==> src/logic/card_window_defs.vh <==
`ifndef CARD_WINDOW_DEFS_VH
`define CARD_WINDOW_DEFS_VH

// ----------------------------------------
// Window counts and address layout
// ----------------------------------------
`define MEM_WIN_COUNT 5
`define IO_WIN_COUNT 2
`define MEM_PAGE_LSB 12
`define MEM_PAGE_W 12
`define MEM_PAGE_MIN 12'h001
`define IO_ADDR_W 16
`define ISA_ADDR_W 24
`define CARD_ADDR_W 26

// ----------------------------------------
// Interrupt pins
// ----------------------------------------
`define IRQ_PIN_COUNT 10
`define IRQ_SEL_W 4
`define IRQ_SEL_NONE 4'h0
`define IRQ_LAMP_IDX 4'h7
`define IRQ_RING_IDX 4'h9

// ----------------------------------------
// Extension control register (index 03h)
// ----------------------------------------
`define EXT_CTRL_INDEX 8'h03
`define EXT_CTRL_RESET 8'h00
`define EXT_LAMP_ON_ACCESS_BIT 2

// ----------------------------------------
// Shared interrupt pulse length
// ----------------------------------------
`define SHARED_PULSE_NS 100
`define CLK_PERIOD_NS 10
`define SHARED_PULSE_CYC 8'h0A

`endif

==> src/logic/window_match.v <==
`timescale 1ns/1ps
`include "card_window_defs.vh"

// Single address window: range compare and offset addition
module window_match #(
    parameter AW = 16,
    parameter OW = 16
)(
    input wire en,
    input wire [AW-1:0] addr,
    input wire [AW-1:0] start_addr,
    input wire [AW-1:0] end_addr,
    input wire [OW-1:0] offset,
    output wire hit,
    output wire [OW-1:0] card_addr
);
    // Claim only enabled windows covering the address
    assign hit = en && (addr >= start_addr) && (addr <= end_addr);

    // Card-side address is host address plus window offset
    assign card_addr = addr + offset;
endmodule // window_match

==> src/logic/card_window_irq_steering.v <==
`timescale 1ns/1ps
`include "card_window_defs.vh"
module card_window_irq_steering #(
    parameter NM = `MEM_WIN_COUNT,
    parameter NI = `IO_WIN_COUNT,
    parameter NIRQ = `IRQ_PIN_COUNT
)(
    input wire clk,
    input wire rst,
    input wire [`ISA_ADDR_W-1:0] host_addr,
    input wire host_mem_rd,
    input wire host_mem_wr,
    input wire host_io_rd,
    input wire host_io_wr,
    input wire reg_wr,
    input wire [7:0] reg_index,
    input wire [7:0] reg_wdata,
    output wire [7:0] socket_extension_control,
    input wire [NM-1:0] mem_en,
    input wire [NM*`MEM_PAGE_W-1:0] mem_start,
    input wire [NM*`MEM_PAGE_W-1:0] mem_end,
    input wire [NM*`MEM_PAGE_W-1:0] mem_offset,
    input wire [NM-1:0] mem_wide,
    input wire [NM-1:0] mem_timing_sel,
    input wire [NM-1:0] mem_attr_sel,
    input wire [NM-1:0] mem_wr_protect,
    input wire [NI-1:0] io_en,
    input wire [NI*`IO_ADDR_W-1:0] io_start,
    input wire [NI*`IO_ADDR_W-1:0] io_end,
    input wire [NI*`IO_ADDR_W-1:0] io_offset,
    input wire [NI-1:0] io_auto_size,
    input wire [NI-1:0] io_wide,
    input wire [NI-1:0] io_timing_sel,
    input wire [`IRQ_SEL_W-1:0] card_irq_sel,
    input wire [`IRQ_SEL_W-1:0] mgmt_irq_sel,
    input wire shared_irq_mode,
    input wire card_is_io,
    input wire card_lamp_pass_en,
    input wire ring_out_sel,
    input wire ring_en,
    input wire [4:0] mgmt_event_en,
    input wire mgmt_ack,
    input wire card_present,
    input wire card_active,
    input wire card_io_wide_flag_n,
    input wire card_ready_irq,
    input wire battery_warn_line,
    input wire battery_dead_line,
    input wire card_lamp_input_n,
    input wire card_ring_n,
    output reg card_claim,
    output reg [`CARD_ADDR_W-1:0] card_addr,
    output reg card_wide,
    output reg card_timing_sel,
    output reg card_attr_sel,
    output reg card_write,
    output reg card_read,
    output wire host_data_oe,
    output wire host_cs16_oe,
    output wire host_ready_oe,
    output wire [NIRQ-1:0] irq_out,
    output wire [NIRQ-1:0] irq_oe
);
    // ----------------------------------------
    // Pin synchronisers
    // ----------------------------------------
    localparam NS = 8;
    reg [NS-1:0] sync1_q;
    reg [NS-1:0] sync2_q;
    wire [NS-1:0] pins_raw = {card_ring_n, card_lamp_input_n, battery_dead_line, battery_warn_line,
        card_ready_irq, card_io_wide_flag_n, card_active, card_present};
    // Two-stage capture of card pins
    always @(posedge clk)
    begin
        if (rst)
        begin
            sync1_q <= 8'hFF;
            sync2_q <= 8'hFF;
        end
        else
        begin
            sync1_q <= pins_raw;
            sync2_q <= sync1_q;
        end
    end
    wire present_s = sync2_q[0];
    wire active_s = sync2_q[1];
    wire io16_s = ~sync2_q[2];
    wire ready_s = sync2_q[3];
    wire bwarn_s = sync2_q[4];
    wire bdead_s = sync2_q[5];
    wire lamp_in_low = ~sync2_q[6];
    wire ring_low = ~sync2_q[7];

    // ----------------------------------------
    // Extension control register
    // ----------------------------------------
    reg [7:0] ext_ctrl_q;
    always @(posedge clk)
    begin
        if (rst)
            ext_ctrl_q <= `EXT_CTRL_RESET;
        else if (reg_wr && reg_index == `EXT_CTRL_INDEX)
            ext_ctrl_q <= reg_wdata;
    end
    assign socket_extension_control = ext_ctrl_q;
    wire lamp_on_access_en = ext_ctrl_q[`EXT_LAMP_ON_ACCESS_BIT];

    // ----------------------------------------
    // Window decoders
    // ----------------------------------------
    wire mem_cyc = host_mem_rd | host_mem_wr;
    wire io_cyc = host_io_rd | host_io_wr;
    wire [`MEM_PAGE_W-1:0] host_page = host_addr[`ISA_ADDR_W-1:`MEM_PAGE_LSB];
    wire [NM-1:0] mem_hit;
    wire [NM*`MEM_PAGE_W-1:0] mem_card_page;
    wire [NI-1:0] io_hit;
    wire [NI*`IO_ADDR_W-1:0] io_card_addr;
    genvar g;
    generate
        // One decoder per memory window, page granularity
        for (g = 0; g < NM; g = g + 1)
        begin : g_mem
            wire page_ok = host_page >= `MEM_PAGE_MIN;
            wire raw_hit;
            window_match #(.AW(`MEM_PAGE_W), .OW(`MEM_PAGE_W)) u_mem (
                .en(mem_en[g] & mem_cyc),
                .addr(host_page),
                .start_addr(mem_start[g*`MEM_PAGE_W +: `MEM_PAGE_W]),
                .end_addr(mem_end[g*`MEM_PAGE_W +: `MEM_PAGE_W]),
                .offset(mem_offset[g*`MEM_PAGE_W +: `MEM_PAGE_W]),
                .hit(raw_hit),
                .card_addr(mem_card_page[g*`MEM_PAGE_W +: `MEM_PAGE_W])
            );
            assign mem_hit[g] = raw_hit & page_ok;
        end
        // One decoder per I/O window, byte granularity
        for (g = 0; g < NI; g = g + 1)
        begin : g_io
            window_match #(.AW(`IO_ADDR_W), .OW(`IO_ADDR_W)) u_io (
                .en(io_en[g] & io_cyc),
                .addr(host_addr[`IO_ADDR_W-1:0]),
                .start_addr(io_start[g*`IO_ADDR_W +: `IO_ADDR_W]),
                .end_addr(io_end[g*`IO_ADDR_W +: `IO_ADDR_W]),
                .offset(io_offset[g*`IO_ADDR_W +: `IO_ADDR_W]),
                .hit(io_hit[g]),
                .card_addr(io_card_addr[g*`IO_ADDR_W +: `IO_ADDR_W])
            );
        end
    endgenerate
    // Select the lowest hit window, any memory hit over any I/O hit; overlap is software's problem
    reg claim_d;
    reg [`CARD_ADDR_W-1:0] addr_d;
    reg wide_d;
    reg tsel_d;
    reg attr_d;
    reg wr_d;
    reg rd_d;
    integer i;
    always @*
    begin
        claim_d = 1'b0;
        addr_d = {`CARD_ADDR_W{1'b0}};
        wide_d = 1'b0;
        tsel_d = 1'b0;
        attr_d = 1'b0;
        wr_d = 1'b0;
        rd_d = 1'b0;
        for (i = NI - 1; i >= 0; i = i - 1)
        begin
            if (io_hit[i])
            begin
                claim_d = 1'b1;
                addr_d = {10'h000, io_card_addr[i*`IO_ADDR_W +: `IO_ADDR_W]};
                wide_d = io_auto_size[i] ? io16_s : io_wide[i];
                tsel_d = io_timing_sel[i];
                attr_d = 1'b0;
                wr_d = host_io_wr;
                rd_d = host_io_rd;
            end
        end
        for (i = NM - 1; i >= 0; i = i - 1)
        begin
            if (mem_hit[i])
            begin
                claim_d = 1'b1;
                addr_d = {2'b00, mem_card_page[i*`MEM_PAGE_W +: `MEM_PAGE_W],
                    host_addr[`MEM_PAGE_LSB-1:0]};
                wide_d = mem_wide[i];
                tsel_d = mem_timing_sel[i];
                attr_d = mem_attr_sel[i];
                wr_d = host_mem_wr & ~mem_wr_protect[i];
                rd_d = host_mem_rd;
            end
        end
    end
    // Register card-side cycle outputs
    always @(posedge clk)
    begin
        if (rst)
        begin
            card_claim <= 1'b0;
            card_addr <= {`CARD_ADDR_W{1'b0}};
            card_wide <= 1'b0;
            card_timing_sel <= 1'b0;
            card_attr_sel <= 1'b0;
            card_write <= 1'b0;
            card_read <= 1'b0;
        end
        else
        begin
            card_claim <= claim_d;
            card_addr <= addr_d;
            card_wide <= wide_d;
            card_timing_sel <= tsel_d;
            card_attr_sel <= attr_d;
            card_write <= wr_d;
            card_read <= rd_d;
        end
    end
    // Host bus drivers only while claimed
    assign host_data_oe = card_claim & card_read;
    assign host_cs16_oe = card_claim & card_wide;
    assign host_ready_oe = card_claim;

    // ----------------------------------------
    // Management events and card interrupt
    // ----------------------------------------
    reg [4:0] stat_prev_q;
    reg mgmt_pend_q;
    wire [4:0] stat_now = {ready_s & ~card_is_io, bdead_s, bwarn_s & ~card_is_io, present_s, 1'b0};
    wire [4:0] stat_chg = (stat_now ^ stat_prev_q) & mgmt_event_en;
    wire mgmt_event = |stat_chg[4:1];
    // Sticky management pending; a new event beats the acknowledge
    always @(posedge clk)
    begin
        if (rst)
        begin
            stat_prev_q <= 5'h00;
            mgmt_pend_q <= 1'b0;
        end
        else
        begin
            stat_prev_q <= stat_now;
            mgmt_pend_q <= mgmt_event | (mgmt_pend_q & ~mgmt_ack);
        end
    end
    wire card_irq = card_is_io & present_s & ~ready_s;

    // ----------------------------------------
    // Shared interrupt pulser
    // ----------------------------------------
    reg card_irq_prev_q;
    reg [7:0] pulse_cnt_q;
    always @(posedge clk)
    begin
        if (rst)
        begin
            card_irq_prev_q <= 1'b0;
            pulse_cnt_q <= 8'h00;
        end
        else
        begin
            card_irq_prev_q <= card_irq;
            if (card_irq & ~card_irq_prev_q)
                pulse_cnt_q <= `SHARED_PULSE_CYC;
            else if (pulse_cnt_q != 8'h00)
                pulse_cnt_q <= pulse_cnt_q - 8'h01;
        end
    end
    wire card_drive = shared_irq_mode ? (pulse_cnt_q != 8'h00) : (card_irq_sel != `IRQ_SEL_NONE);
    wire card_level = shared_irq_mode ? 1'b1 : card_irq;
    // ----------------------------------------
    // Lamp and ring logic
    // ----------------------------------------
    wire lamp_mode = lamp_on_access_en | card_lamp_pass_en;
    wire lamp_req = present_s & active_s &
        ((lamp_on_access_en & (card_read | card_write)) |
         (card_lamp_pass_en & card_is_io & lamp_in_low));
    reg ring_hold_q;
    always @(posedge clk)
    begin
        if (rst)
            ring_hold_q <= 1'b0;
        else if (ring_out_sel & ring_en & card_is_io & ring_low)
            ring_hold_q <= 1'b1;
        else if (mem_cyc | io_cyc)
            ring_hold_q <= 1'b0;
    end

    // ----------------------------------------
    // Interrupt pin steering
    // ----------------------------------------
    generate
        for (g = 0; g < NIRQ; g = g + 1)
        begin : g_irq
            wire card_here = (card_irq_sel == g + 1) & card_drive;
            wire mgmt_here = mgmt_irq_sel == g + 1;
            if (g == `IRQ_LAMP_IDX)
            begin : g_lamp
                assign irq_out[g] = lamp_mode ? 1'b0 : (card_here ? card_level : mgmt_pend_q);
                assign irq_oe[g] = lamp_mode ? lamp_req : (card_here | mgmt_here);
            end
            else if (g == `IRQ_RING_IDX)
            begin : g_ring
                assign irq_out[g] = ring_out_sel ? 1'b0 : (card_here ? card_level : mgmt_pend_q);
                assign irq_oe[g] = ring_out_sel ? ring_hold_q : (card_here | mgmt_here);
            end
            else
            begin : g_plain
                assign irq_out[g] = card_here ? card_level : mgmt_pend_q;
                assign irq_oe[g] = card_here | mgmt_here;
            end
        end
    endgenerate
endmodule // card_window_irq_steering

==> config.mk <==
export PLATFORM = sky130hd
export DESIGN_NAME = card_window_irq_steering
export DESIGN_NICKNAME = d
export VERILOG_FILES = /design/src/logic/window_match.v /design/src/logic/card_window_irq_steering.v
export VERILOG_INCLUDE_DIRS = /design/src /design/src/logic
export SDC_FILE = /design/constraint.sdc
export NUM_CORES = 1
export LEC_CHECK = 0
export BUFFER_PORTS_ARGS = -buffer_cell sky130_fd_sc_hd__buf_4
export CORE_AREA = 2 2 173 175
export CTS_CLUSTER_SIZE = 30
export DETAILED_ROUTE_END_ITERATION = 7
export DIE_AREA = 0 0 175 177
export PLACE_DENSITY_LB_ADDON = 0.08
export SLEW_MARGIN = 20
export SYNTH_ARGS = -nofsm -noshare
export SYNTH_HDL_FRONTEND = slang
export SYNTH_SLANG_ARGS = --single-unit
==> constraint.sdc <==
create_clock -name clk -period 3.2 [get_ports clk]
set_input_delay 0.48 -clock clk [delete_from_list [all_inputs] [get_ports clk]]
set_output_delay 0.48 -clock clk [all_outputs]
set_load 0.005 [all_outputs]
=== After elaboration in Yosys (flattened, before gate mapping) ===
Cells that the tools add are included.

* Output and inout port bits: 63
* Logic and storage cells: 227
* Register bits: 72

* $add $sub $neg: 8
* Bitwise gates (word level): 74
* Magnitude comparators: 15
* Reduce and logical (&&, ||, !) cells: 22
* Equal/unequal tests: 21
* Multiplexer cells: 69

{| class="wikitable"
|+ Operators by type and width
! cell !! count
|-
| 24-bit 2-to-1 mux || 6
|-
| 12-bit adder || 5
|-
| 12-bit greater-or-equal comparator || 5
|-
| 12-bit <= comparator || 5
|-
| 1-bit 2-to-1 mux || 60
|-
| 1-bit AND || 43
|-
| 16-bit adder || 2
|-
| 4-bit by 3-bit equality test with 1-bit output (second input constant) || 8
|-
| 16-bit greater-or-equal comparator || 2
|-
| 16-bit <= comparator || 2
|-
| 4-bit equality test (second input constant) || 6
|-
| 1-bit bitwise OR || 17
|-
| 4-bit by 2-bit equality test with 1-bit output (second input constant) || 4
|-
| 16-bit 2-to-1 mux || 1
|-
| 1-bit logical AND || 15
|-
| 12-bit by 1-bit greater-or-equal comparator with 1-bit output (second input constant) || 1
|-
| 1-bit NOT || 12
|-
| 4-bit by 1-bit equality test with 1-bit output (second input constant) || 2
|-
| 8-bit by 2-bit equality test with 1-bit output (second input constant) || 1
|-
| 4-bit 2-to-1 mux || 2
|-
| 8-bit nonzero test || 1
|-
| 8-bit by 1-bit subtractor with 8-bit output (second input constant) || 1
|-
| 7-bit OR reduction || 1
|-
| 5-bit AND || 1
|-
| 5 further kinds || 6
|}

=== Depth between registers and ports, before layout ===
Gate-level depths: netlist of run 1.

* Depth after elaboration: 11
* Gate-level depth with buffers: 14
* Depth with buffers taken out: 12

=== Cells and area by module ===
From an unflattened synthesis of run 1, not the netlist that was laid out.

* Cells, all modules: 1562
* Area, all modules: 12117.9 um^2

{| class="wikitable"
|+ Modules (own cells, without submodules)
! module !! cells an instance !! area each (um^2) !! times used
|-
| window_match (g_mem[0].u_mem ...) || 147 || 1084.8 || 4
|-
| card_window_irq_steering || 442 || 3749.8 || 1
|-
| window_match (g_io[0].u_io ...) || 194 || 1475.2 || 2
|-
| window_match (g_mem[4].u_mem) || 144 || 1078.5 || 1
|}

=== Least setup slack after synthesis of run 1 ===
No wires, ideal clock.

* Kind: input -> register
* Start: input host_addr[12]
* End: register card_addr[10]
* Slack: 0.379 ns
* Arrival time: 2.678 ns
* Required time: 3.057 ns
* Library setup time: 0.143 ns
* Stages: 13
* Path buffers: 2
* Cell sequence: inv_1 > ha_1 > nand4_1 > or3_1 > o2111ai_1 > o2111ai_2 > a211oi_4 > nor3_2 > and2_1 > buf_6 > buf_6 > nor2_1 > a211oi_2

* Longest elaborated chain between the ends: 10
* Elaborated cells on any way between the ends: 41
* Classes of those cells: order compare (15); mux (7); bitwise (5); reduce/logical (14)

{| class="wikitable"
|+ Ends and longest elaborated chain
! element !! line !! RTL
|-
| start, declared || card_window_irq_steering.v:10 || <nowiki>input wire [`ISA_ADDR_W-1:0] host_addr,</nowiki>
|-
| 16-bit greater-or-equal comparator || window_match.v:18 || <nowiki>assign hit = en && (addr >= start_addr) && (addr <= end_addr);</nowiki>
|-
| 1-bit logical AND (2 in a row) || window_match.v:18 ||
|-
| 16-bit 2-to-1 mux || card_window_irq_steering.v:171 || <nowiki>if (io_hit[i])</nowiki>
|-
| 24-bit 2-to-1 mux || card_window_irq_steering.v:171 ||
|-
| 24-bit 2-to-1 mux (4 in a row) || card_window_irq_steering.v:184 || <nowiki>if (mem_hit[i])</nowiki>
|-
| 24-bit 2-to-1 mux (*) || card_window_irq_steering.v:184 ||
|-
| end signal, assigned || card_window_irq_steering.v:203 || <nowiki>card_addr <= {`CARD_ADDR_W{1'b0}};</nowiki>
|-
| end signal, assigned || card_window_irq_steering.v:213 || <nowiki>card_addr <= addr_d;</nowiki>
|-
| end, declared || card_window_irq_steering.v:52 || <nowiki>output reg [`CARD_ADDR_W-1:0] card_addr,</nowiki>
|}

Every way passes the cells marked *; elsewhere a longest branch is shown, timed or not.
A chain may end at the register's enable or synchronous reset.

=== Final worst setup path of run 1 ===
* Start: register pulse_cnt_q[3]
* End: output irq_out[6]

* Longest elaborated chain between the ends: 4

{| class="wikitable"
|+ Ends and longest elaborated chain
! element !! line !! RTL
|-
| start, declared || card_window_irq_steering.v:254 || <nowiki>reg [7:0] pulse_cnt_q;</nowiki>
|-
| start signal, assigned || card_window_irq_steering.v:266 || <nowiki>pulse_cnt_q <= `SHARED_PULSE_CYC;</nowiki>
|-
| start signal, assigned || card_window_irq_steering.v:268 || <nowiki>pulse_cnt_q <= pulse_cnt_q - 8'h01;</nowiki>
|-
| 8-bit nonzero test || card_window_irq_steering.v:271 || <nowiki>wire card_drive = shared_irq_mode ? (pulse_cnt_q != 8'h00) : (card_irq_sel != `IRQ_SEL_NONE);</nowiki>
|-
| 1-bit 2-to-1 mux || card_window_irq_steering.v:271 ||
|-
| 1-bit AND || card_window_irq_steering.v:297 || <nowiki>wire card_here = (card_irq_sel == g + 1) & card_drive;</nowiki>
|-
| 1-bit 2-to-1 mux || card_window_irq_steering.v:311 || <nowiki>assign irq_out[g] = card_here ? card_level : mgmt_pend_q;</nowiki>
|-
| end, declared || card_window_irq_steering.v:61 || <nowiki>output wire [NIRQ-1:0] irq_out,</nowiki>
|}

Every way passes these cells.

==> qor.yml, run 1 <==
grt.busiest_layer: "met2"
grt_pass1_wl_um: 66900
cpMostUsedCell: "buf_4"
wirelength_um: 43500
synthesis.area_um2: 11800
synth-edff-count: 0
clk_pin_slew_ns: 0.06
grtUsageMet3_pct: 6.36
period_minus_slack_ns: 3.05
groute.usage.overall_pct: 27.5
arrival_ns: 2.57
cts_tree: "done"
postLayoutCoreUtil_pct: 57.0
grtUsageMet2_pct: 50.5
synthFlopType: "dfxtp_1"
grt_max_degree: 35
drv_slew: 0
drive_gt1_share_pct: 30.3
die_w_um: 175
drt_pre_antenna_iters: 6
drv_cap: 0
ys_async_sr_fraction_pct: 0
synth.ff_latch_count: 69
avgSynthCellArea_um2: 7.69
finalClockSkew_ns: 0.00805
powerDensity_nw_per_um2: 284
gp_congestion: 0.931
max_stage_delay_ns: 0.56
fillers: 2875
min_path_type: "in -> reg"
p_leak_nw: 8.69
worst_pin_slew_ns: 0.756
ant_nets: 0
worst_path_max_delay_cell: "or4_4"
wl_per_cell_um: 17.6
ys_types: 82
antenna_found_initial: 4
startpoint_type: "register"
area_growth_pct: 41.0
place_area_um2: 16400
viasPerCell: 5.28
stdcell_area_um2: 16700
grt_pass1_vias: 12900
cts_setup_buffers: 0
slew_headroom_pct: 49.3
num_vias: 13000
vdd_drop_max_v: 0.000332
rsz0062_at_grt: "no"
seq_area_frac_synth_pct: 11.7
htree_levels: 3
r2r_slack_ns: 1.33
port_buffers: 442
core.rowCount: 63
end_kind: "output pin"
nNetsFinal: 2733
insertion_delay_ns: 0.34
dp_hpwl_um: 37400
status: "complete, no violations"
io_pins: 446
required_ns: 2.72
grt_overflow: 0
yosys_warnings: 0
finalCritPeriodShare_pct: 95.4
die_h_um: 177
finalSetupViolCount: 0
hold_violations: 0
met1_usage_pct: 31.5
drtIter0Drc: 468
die_area_um2: 31000
cts_made_buffers: 9
cp_cell_sequence: "or4_4 -> nor4b_2 -> buf_4 -> nand2_1 -> and3b_1 -> nand3_1 -> mux2_2 -> buf_4"
drc: 0
start_util_pct: 40.4
cp_max_fo: 6
hold_buffers: 0
cts_sinks: 69
netlist_instances: 1536
crit_type: "reg -> out"
coreArea_um2: 29200
fmax_ghz: 0.327
root_buffer: "clkbuf_16"
cts_buffer_depth: 2
through the flow:
step	setup WS (ns)	instances	hold slack (ns)	TNS, ns	total power, mW
finish	0.146	2468	0.324	0	4.74
global route	0.0248	2468	0.319	0	5.12
CTS	0.0996	2467	0.317	0	4.76
detailed placement	-0.113	2451	0.393	-0.996	3.71
global placement	-0.119	2451	0.392	-0.466	3.67
floorplan	0.379	1537	0.389	0	2.57
kinds of logic (layout without fill, tap and decap cells):
logic type	Yosys count	count (layout)	synth area share [%]
adder cells (fa/ha/maj)	278	278	29.9
multiplexers	22	22	1.97
AO/OA/AOI/OAI	408	408	23.5
other	1	3	0.0317
XOR/XNOR	83	83	6.15
buffers and inverters	244	784	8.20
flip-flops	69	69	11.7
AND/OR/NAND/NOR	431	431	18.6
state kept, by name, summed over array words and instances, names as in the netlist, 4 cells and up:
signal                    count
sync2_q                       8
sync1_q                       8
pulse_cnt_q                   8
stat_prev_q                   4
socket_extension_control      8
card_addr                    24
power by group:
part / leakage (nW) / total, mW / switching (mW) / internal [mW]
clock: 0.146 / 1.02 / 0.417 / 0.608
combinational: 7.98 / 2.66 / 1.29 / 1.37
sequential: 0.568 / 1.06 / 0.0808 / 0.974
total: 8.69 / 4.74 / 1.78 / 2.96
synthesized netlist by cell type (15+ instances only):
master / n / share of area [%]
nor3_1: 41 / 1.7
nor2_1: 103 / 3.3
xor2_1: 27 / 2.0
or3_1: 16 / 0.85
dfxtp_1: 69 / 12
xnor2_1: 56 / 4.2
nand4_1: 25 / 1.3
nand2b_1: 23 / 1.2
or2_2: 22 / 1.2
o21ai_0: 78 / 3.3
nand2_1: 80 / 2.5
and3_1: 15 / 0.79
clkbuf_1: 15 / 0.48
nand3_1: 41 / 1.7
ha_1: 271 / 29
inv_1: 215 / 6.8
a211oi_1: 18 / 1.1
a21oi_1: 106 / 4.5
nor2b_1: 24 / 1.3
a21o_1: 27 / 1.7
o211ai_1: 20 / 1.3
a31oi_1: 21 / 1.1
final timing paths:
kind	start	to	cells after the start
max reg2reg	pulse_cnt_q[3]	pulse_cnt_q[1]	5
max	pulse_cnt_q[3]	irq_out[6]	8
min reg2reg	sync1_q[1]	sync2_q[1]	1
min	battery_dead_line	sync1_q[5]	2
worst max-delay path, delay by kind of cell (launching register included):
kind	cells	cell delay, ns
mux	1	0.35
flops	1	0.34
buf+inv	2	0.33
simple gates	5	1.23
metal layers:
layer	routed length [um]	share of wire (%)
met5	33	0.076
met4	1190	2.7
met1	17600	40
met2	21600	50
met3	3120	7.2
repair_timing:
action | in CTS | in global routing
cloned | 0 | 0
setup endpoints to repair | 1 | 6
resized for setup | 1 | 3
cells in the final DEF (no fill, tap or decap), drive strengths merged, types with 8 or more instances in the layout:
cell type	n
xor2	27
buf	553
nand2b	23
or3	16
o21a	13
nor3	43
mux2i	12
o221ai	8
inv	217
nand2	81
nand4	25
o31ai	9
o21bai	8
a211o	10
nor4	11
a22oi	11
nor2	103
and3	15
ha	271
xnor2	56
a21oi	106
nor2b	24
nand3	41
dfxtp	69
clkbuf	9
or2	23
a31oi	21
o21ai	82
mux2	10
a21o	27
o211ai	20
a211oi	27
layout make-up:
class	instances	area [um2]	area share (%)
multi-input cells	1224	9480	56.9
repair buffers	553	4200	25.2
flip-flops and latches	69	1380	8.29
inverters	215	807	4.84
well taps	390	488	2.93
clock buffers	9	225	1.35
clock inverters	7	73.8	0.443
diodes	1	2.50	0.0150
(Power assumes the default switching activity.)
==> run 2: changes to the inputs <==
Settings changed: GPL_TIMING_DRIVEN from default to 0, SETUP_SLACK_MARGIN from default to 0.2.
==> qor.yml, run 2 (same netlist as run 1, synthesis figures left out) <==
end_kind: "output pin"  # unchanged
min_path_type: "in -> reg"  # unchanged
worst_pin_slew_ns: 0.958  # was 0.756 ns
powerDensity_nw_per_um2: 283  # was 284 nW/um2
gp_congestion: 0.924  # was 0.931
required_ns: 2.72  # about the same
rsz0062_at_grt: "yes"  # was no
holdWs_ns: 0.325  # was 0.324 ns
vdd_drop_max_v: 0.000284  # was 0.000332 V
stdcell_area_um2: 16700  # about the same
dp_hpwl_um: 35400  # was 37400 um
nNetsFinal: 2679  # was 2733
tns_ns: 0  # unchanged
clk_pin_slew_ns: 0.06  # about the same
arrival_ns: 2.55  # was 2.57 ns
drc: 0  # unchanged
dr_wl_met2_um: 20900  # was 21600 um
die_w_um: 175  # unchanged
placed_cells: 2368  # was 2451
die_h_um: 177  # unchanged
wl_met3_um: 3200  # was 3120 um
finalClockSkew_ns: 0.00573  # was 0.00805 ns
largest_register: "card_addr"  # unchanged
area_growth_pct: 41.0  # about the same
core.rowCount: 63  # unchanged
place_area_um2: 15600  # was 16400 um2
port_buffers: 441  # was 442
drv_cap: 0  # unchanged
io_pins: 446  # unchanged
fillers: 2813  # was 2875
antenna_found_initial: 4  # unchanged
root_buffer: "clkbuf_16"  # unchanged
cts_buffer_depth: 2  # unchanged
status: "complete, no violations"  # unchanged
grt_max_degree: 24  # was 35
cts_made_buffers: 9  # unchanged
crit_type: "reg -> out"  # unchanged
ant_nets: 0  # unchanged
met1_length_um: 17900  # was 17600 um
drt_pre_antenna_iters: 5  # was 6
finalCritPeriodShare_pct: 94.5  # was 95.4%
cts_tree: "done"  # unchanged
num_vias: 12900  # was 13000
viasPerCell: 5.33  # was 5.28
final_common_cell: "buf_4"  # unchanged
wl_per_cell_um: 18.0  # was 17.6 um
cts_sinks: 69  # unchanged
drv_slew: 0  # unchanged
drive_gt1_share_pct: 30.7  # was 30.3%
groute.usage.overall_pct: 27.3  # was 27.5%
stdcell_count: 2416  # was 2468
insertion_delay_ns: 0.34  # about the same
p_leak_nw: 8.48  # was 8.69 nW
coreArea_um2: 29200  # unchanged
htree_levels: 3  # unchanged
fmax_ghz: 0.331  # was 0.327 GHz
drtIter0Drc: 601  # was 468
grt_pass1_wl_um: 66300  # was 66900 um
grt_pass1_vias: 12600  # was 12900
finalSetupViolCount: 0  # unchanged
holdPathStages: 2  # unchanged
largest_reg_flops: 24  # unchanged
hold_violations: 0  # unchanged
layout_common_cells: "buf_4 (462), ha_1 (270), inv_1 (213)"  # was buf_4 (549), ha_1 (271), inv_1 (215)
wirelength_um: 43400  # was 43500 um
postLayoutCoreUtil_pct: 57.0  # about the same
startpoint_type: "register"  # unchanged
die_area_um2: 31000  # unchanged
routed.top_layer: "met5"  # unchanged
r2r_cells: 5  # unchanged
start_util_pct: 40.4  # unchanged
cp_max_fo: 4  # was 6
slew_headroom_pct: 36.2  # was 49.3%
period_minus_slack_ns: 3.03  # was 3.05 ns
grt_overflow: 0  # unchanged
-- run 2: cell types whose count changed in the layout (fill, tap and decap cells not counted), moves of 5 or more --
cell,previous run,this run
nor2_1,103,98
nand2_1,80,73
buf_4,549,462
clkbuf_1,0,12
mux2_2,10,5
o21ai_0,78,71
buf_6,0,11
mux2_4,0,5
nand2_2,1,7
o21ai_2,0,6
-- run 2: power by group --
part,leakage [nW],total [mW],internal [mW],switching [mW]
combinational,7.78,2.76,1.39,1.37
sequential,0.569,1.05,0.976,0.0711
clock,0.129,0.911,0.523,0.389
total,8.48,4.72,2.89,1.83
-- run 2: what timing repair did --
action | 4_1_cts | 5_1_grt
resized for setup | 50 | 77
pin swaps | 15 | 30
hold buffers | 0 | 0
setup endpoints to repair | 50 | 40
buffers inserted | 19 | 10
-- run 2: metal layers --
| metal | up-vias | GRT usage [%] |
|---|---|---|
| li1 | 6534 | - |
| met1 | 5799 | 32.4 |
| met2 | 468 | 48.5 |
| met3 | 77 | 5.73 |
| met4 | 2 | 9.41 |
| met5 | - | 0 |
-- run 2: layout make-up --
class,count,area (um2),share of cell area [%]
multi-input cells,1224,9870,59.3
repair buffers,470,3630,21.8
flip-flops and latches,69,1380,8.31
inverters,215,815,4.89
well taps,390,488,2.93
clock buffers,10,229,1.37
plain buffers,29,194,1.16
clock inverters,6,38.8,0.233
diodes,3,7.51,0.0451
-- run 2: critical path, cell delays in order (launching register included) --
cell and delay [ns]:
dfxtp_2 0.33, or4_4 0.55, nor4b_4 0.39, nand2_1 0.11, and3b_2 0.26, nand3_2 0.09
mux2_2 0.33, buf_4 0.14
-- run 2: path summary, 6_finish.rpt --
| check | from | to | slack [ns] |
|---|---|---|---|
| max | pulse_cnt_q[2] | irq_out[6] | 0.17 |
| min | card_ring_n | sync1_q[7] | 0.32 |
| max reg2reg | pulse_cnt_q[2] | pulse_cnt_q[1] | 1.19 |
| min reg2reg | sync1_q[4] | sync2_q[4] | 0.40 |
-- run 2: per-stage QoR --
stage	worst slack (ns)	power (mW)
after floorplan	0.379	2.57
after global placement	-0.879	3.52
after detailed placement	-0.871	3.56
after CTS	0.159	4.63
after global routing	0.0669	5.08
final	0.175	4.72
==> run 3: changes to the inputs <==
Settings changed: CORE_AREA 2 2 173 175 to 2 2 172 174, DIE_AREA 0 0 175 177 to 0 0 174 176.
Clock period 3.2 ns to 2.6 ns, I/O delays scaled along.
==> qor.yml, run 3 (same netlist as run 1, synthesis figures left out) <==
core.rowCount: 62  # was 63
fmax_ghz: 0.346
grt_pass1_wl_um: 69600  # was 66300 um
io_pins: 446  # unchanged
hold_violations: 0  # unchanged
dp_worst_setup_slack_ns: -1.43  # was -0.871 ns
grt_pass1_vias: 13200  # was 12600
largest_reg_flops: 24  # unchanged
drtIter0Drc: 672  # was 601
insertion_delay_ns: 0.35  # was 0.34 ns
die_area_um2: 30600  # was 31000 um2
max_stage_delay_ns: 0.55  # about the same
wl_per_cell_um: 19.0  # was 18.0 um
start_util_pct: 41.4  # was 40.4%
grt_max_degree: 23  # was 24
arrival_ns: 2.50  # was 2.55 ns
r2r_start: "pulse_cnt_q[5]"  # was pulse_cnt_q[2]
area_growth_pct: 57.6  # was 41.0%
p_leak_nw: 9.13  # was 8.48 nW
nNetsFinal: 2751  # was 2679
critPathLaunch: "pulse_cnt_q[5]"  # was pulse_cnt_q[2]
drc: 0  # unchanged
required_ns: 2.21  # was 2.72 ns
finalClockSkew_ns: 0.00614  # was 0.00573 ns
cts_sinks: 69  # unchanged
layout_common_cells: "buf_4 (488), ha_1 (250), inv_1 (204)"  # was buf_4 (462), ha_1 (270), inv_1 (213)
vdd_drop_max_v: 0.000328  # was 0.000284 V
cts_made_buffers: 9  # unchanged
cp_max_fo: 4  # unchanged
min_path_type: "in -> reg"  # unchanged
worst_path_max_delay_cell: "or4_4"  # unchanged
viasPerCell: 5.47  # was 5.33
port_buffers: 441  # unchanged
hp-start: "card_present"  # was card_ring_n
drv_cap: 0  # unchanged
cts_buffer_depth: 2  # unchanged
largest_register: "card_addr"  # unchanged
drt_pre_antenna_iters: 5  # unchanged
die_h_um: 176  # was 177 um
finalCritPeriodShare_pct: 111
antenna_found_initial: 1  # was 4
wirelength_um: 47200  # was 43400 um
period_minus_slack_ns: 2.89
violations: "setup timing"
drv_slew: 0  # unchanged
die_w_um: 174  # was 175 um
drive_gt1_share_pct: 39.9  # was 30.7%
slew_headroom_pct: 28.8  # was 36.2%
final_common_cell: "buf_4"  # unchanged
gp_congestion: 0.913  # was 0.924
coreArea_um2: 28500  # was 29200 um2
clk_pin_slew_ns: 0.06  # about the same
end_kind: "output pin"  # unchanged
ant_nets: 0  # unchanged
cp_cell_sequence: "or4_4 -> nor4b_4 -> nand2_1 -> and3b_2 -> nand2_2 -> mux2_4 -> buf_6"  # was or4_4 -> nor4b_4 -> nand2_1 -> and3b_2 -> nand3_2 -> mux2_2 -> buf_4
status: "finished with violations"  # was complete, no violations
powerDensity_nw_per_um2: 356  # was 283 nW/um2
holdWs_ns: 0.228  # was 0.325 ns
startpoint_type: "register"  # unchanged
num_vias: 13600  # was 12900
fin_ws_ns: -0.288  # was 0.175 ns
finalSetupViolCount: 35  # was 0
crit_type: "reg -> out"  # unchanged
root_buffer: "clkbuf_16"  # unchanged
grt_overflow: 0  # unchanged
cts_tree: "done"  # unchanged
dp_hpwl_um: 36000  # was 35400 um
rsz0062_at_grt: "yes"  # unchanged
postLayoutCoreUtil_pct: 65.2  # was 57.0%
groute.usage.overall_pct: 29.0  # was 27.3%
worst_pin_slew_ns: 1.07  # was 0.958 ns
htree_levels: 3  # unchanged
==> run 3: cell types whose count changed in the layout (fill, tap and decap cells not counted), moves of 16 or more <==
cell,before,now
a21oi_1,104,88
buf_4,462,488
ha_4,1,20
ha_1,270,250
buf_6,11,45
o21ai_0,71,51
==> run 3: final timing paths <==
| path | end | slack, ns | cells past startpoint |
|---|---|---|---|
| worst min-delay path | sync1_q[0] | 0.23 | 2 |
| worst min register to register | sync2_q[2] | 0.41 | 1 |
| worst max-delay path | irq_out[5] | -0.29 | 7 |
| worst max register to register | pulse_cnt_q[1] | 0.63 | 5 |
==> run 3: critical path, delay by kind of cell, from the launching register on <==
| kind | cells | cell delay (ns) |
|---|---|---|
| and+or+nand+nor | 5 | 1.42 |
| DFF | 1 | 0.32 |
| buffers and inverters | 1 | 0.12 |
| muxes | 1 | 0.31 |
==> run 3: final cells by class <==
cell class | instances | area (um2)
multi-input combinational | 1224 | 10900
tap | 384 | 480
sequential | 69 | 1390
antenna | 1 | 2.50
clock inverter | 7 | 81.3
clock buffer | 9 | 225
timing repair buffer | 542 | 4440
inverter | 215 | 827
fill | 2517 | 9930
buffer | 29 | 282
==> run 3: stage by stage <==
| stage | power, mW | cell area [um2] | TNS (ns) | cells |
|---|---|---|---|---|
| floorplan | 3.28 | 12100 | -0.240 | 1537 |
| global placement | 4.46 | 15900 | -36.71 | 2362 |
| detailed placement | 4.50 | 15900 | -36.08 | 2362 |
| CTS | 6.32 | 17700 | -5.11 | 2449 |
| global route | 7.06 | 18600 | -7.83 | 2480 |
| finish | 6.63 | 18600 | -4.57 | 2480 |
==> run 3: layer usage <==
layer	routed length [um]	GRT usage, %	share of wire [%]	up-vias
li1	-	-	-	6686
met1	18300	32.9	39	6221
met2	23300	52.8	49	558
met3	3840	7.06	8.1	106
met4	1740	10.1	3.7	0
met5	0	0	0	-
==> run 3: where the power goes <==
group	leakage [nW]	internal (mW)	switching [mW]
Sequential	0.569	1.20	0.0823
Combinational	8.41	2.08	1.98
Clock	0.147	0.754	0.532
==> run 3: what timing repair did <==
| item | CTS | global route |
|---|---|---|
| gates resized for setup | 200 | 152 |
| buffers inserted | 68 | 29 |
| endpoints found under the setup margin | 50 | 50 |
| gates cloned | 3 | 1 |
| pin swaps | 57 | 90 |
| hold buffers | 0 | 0 |
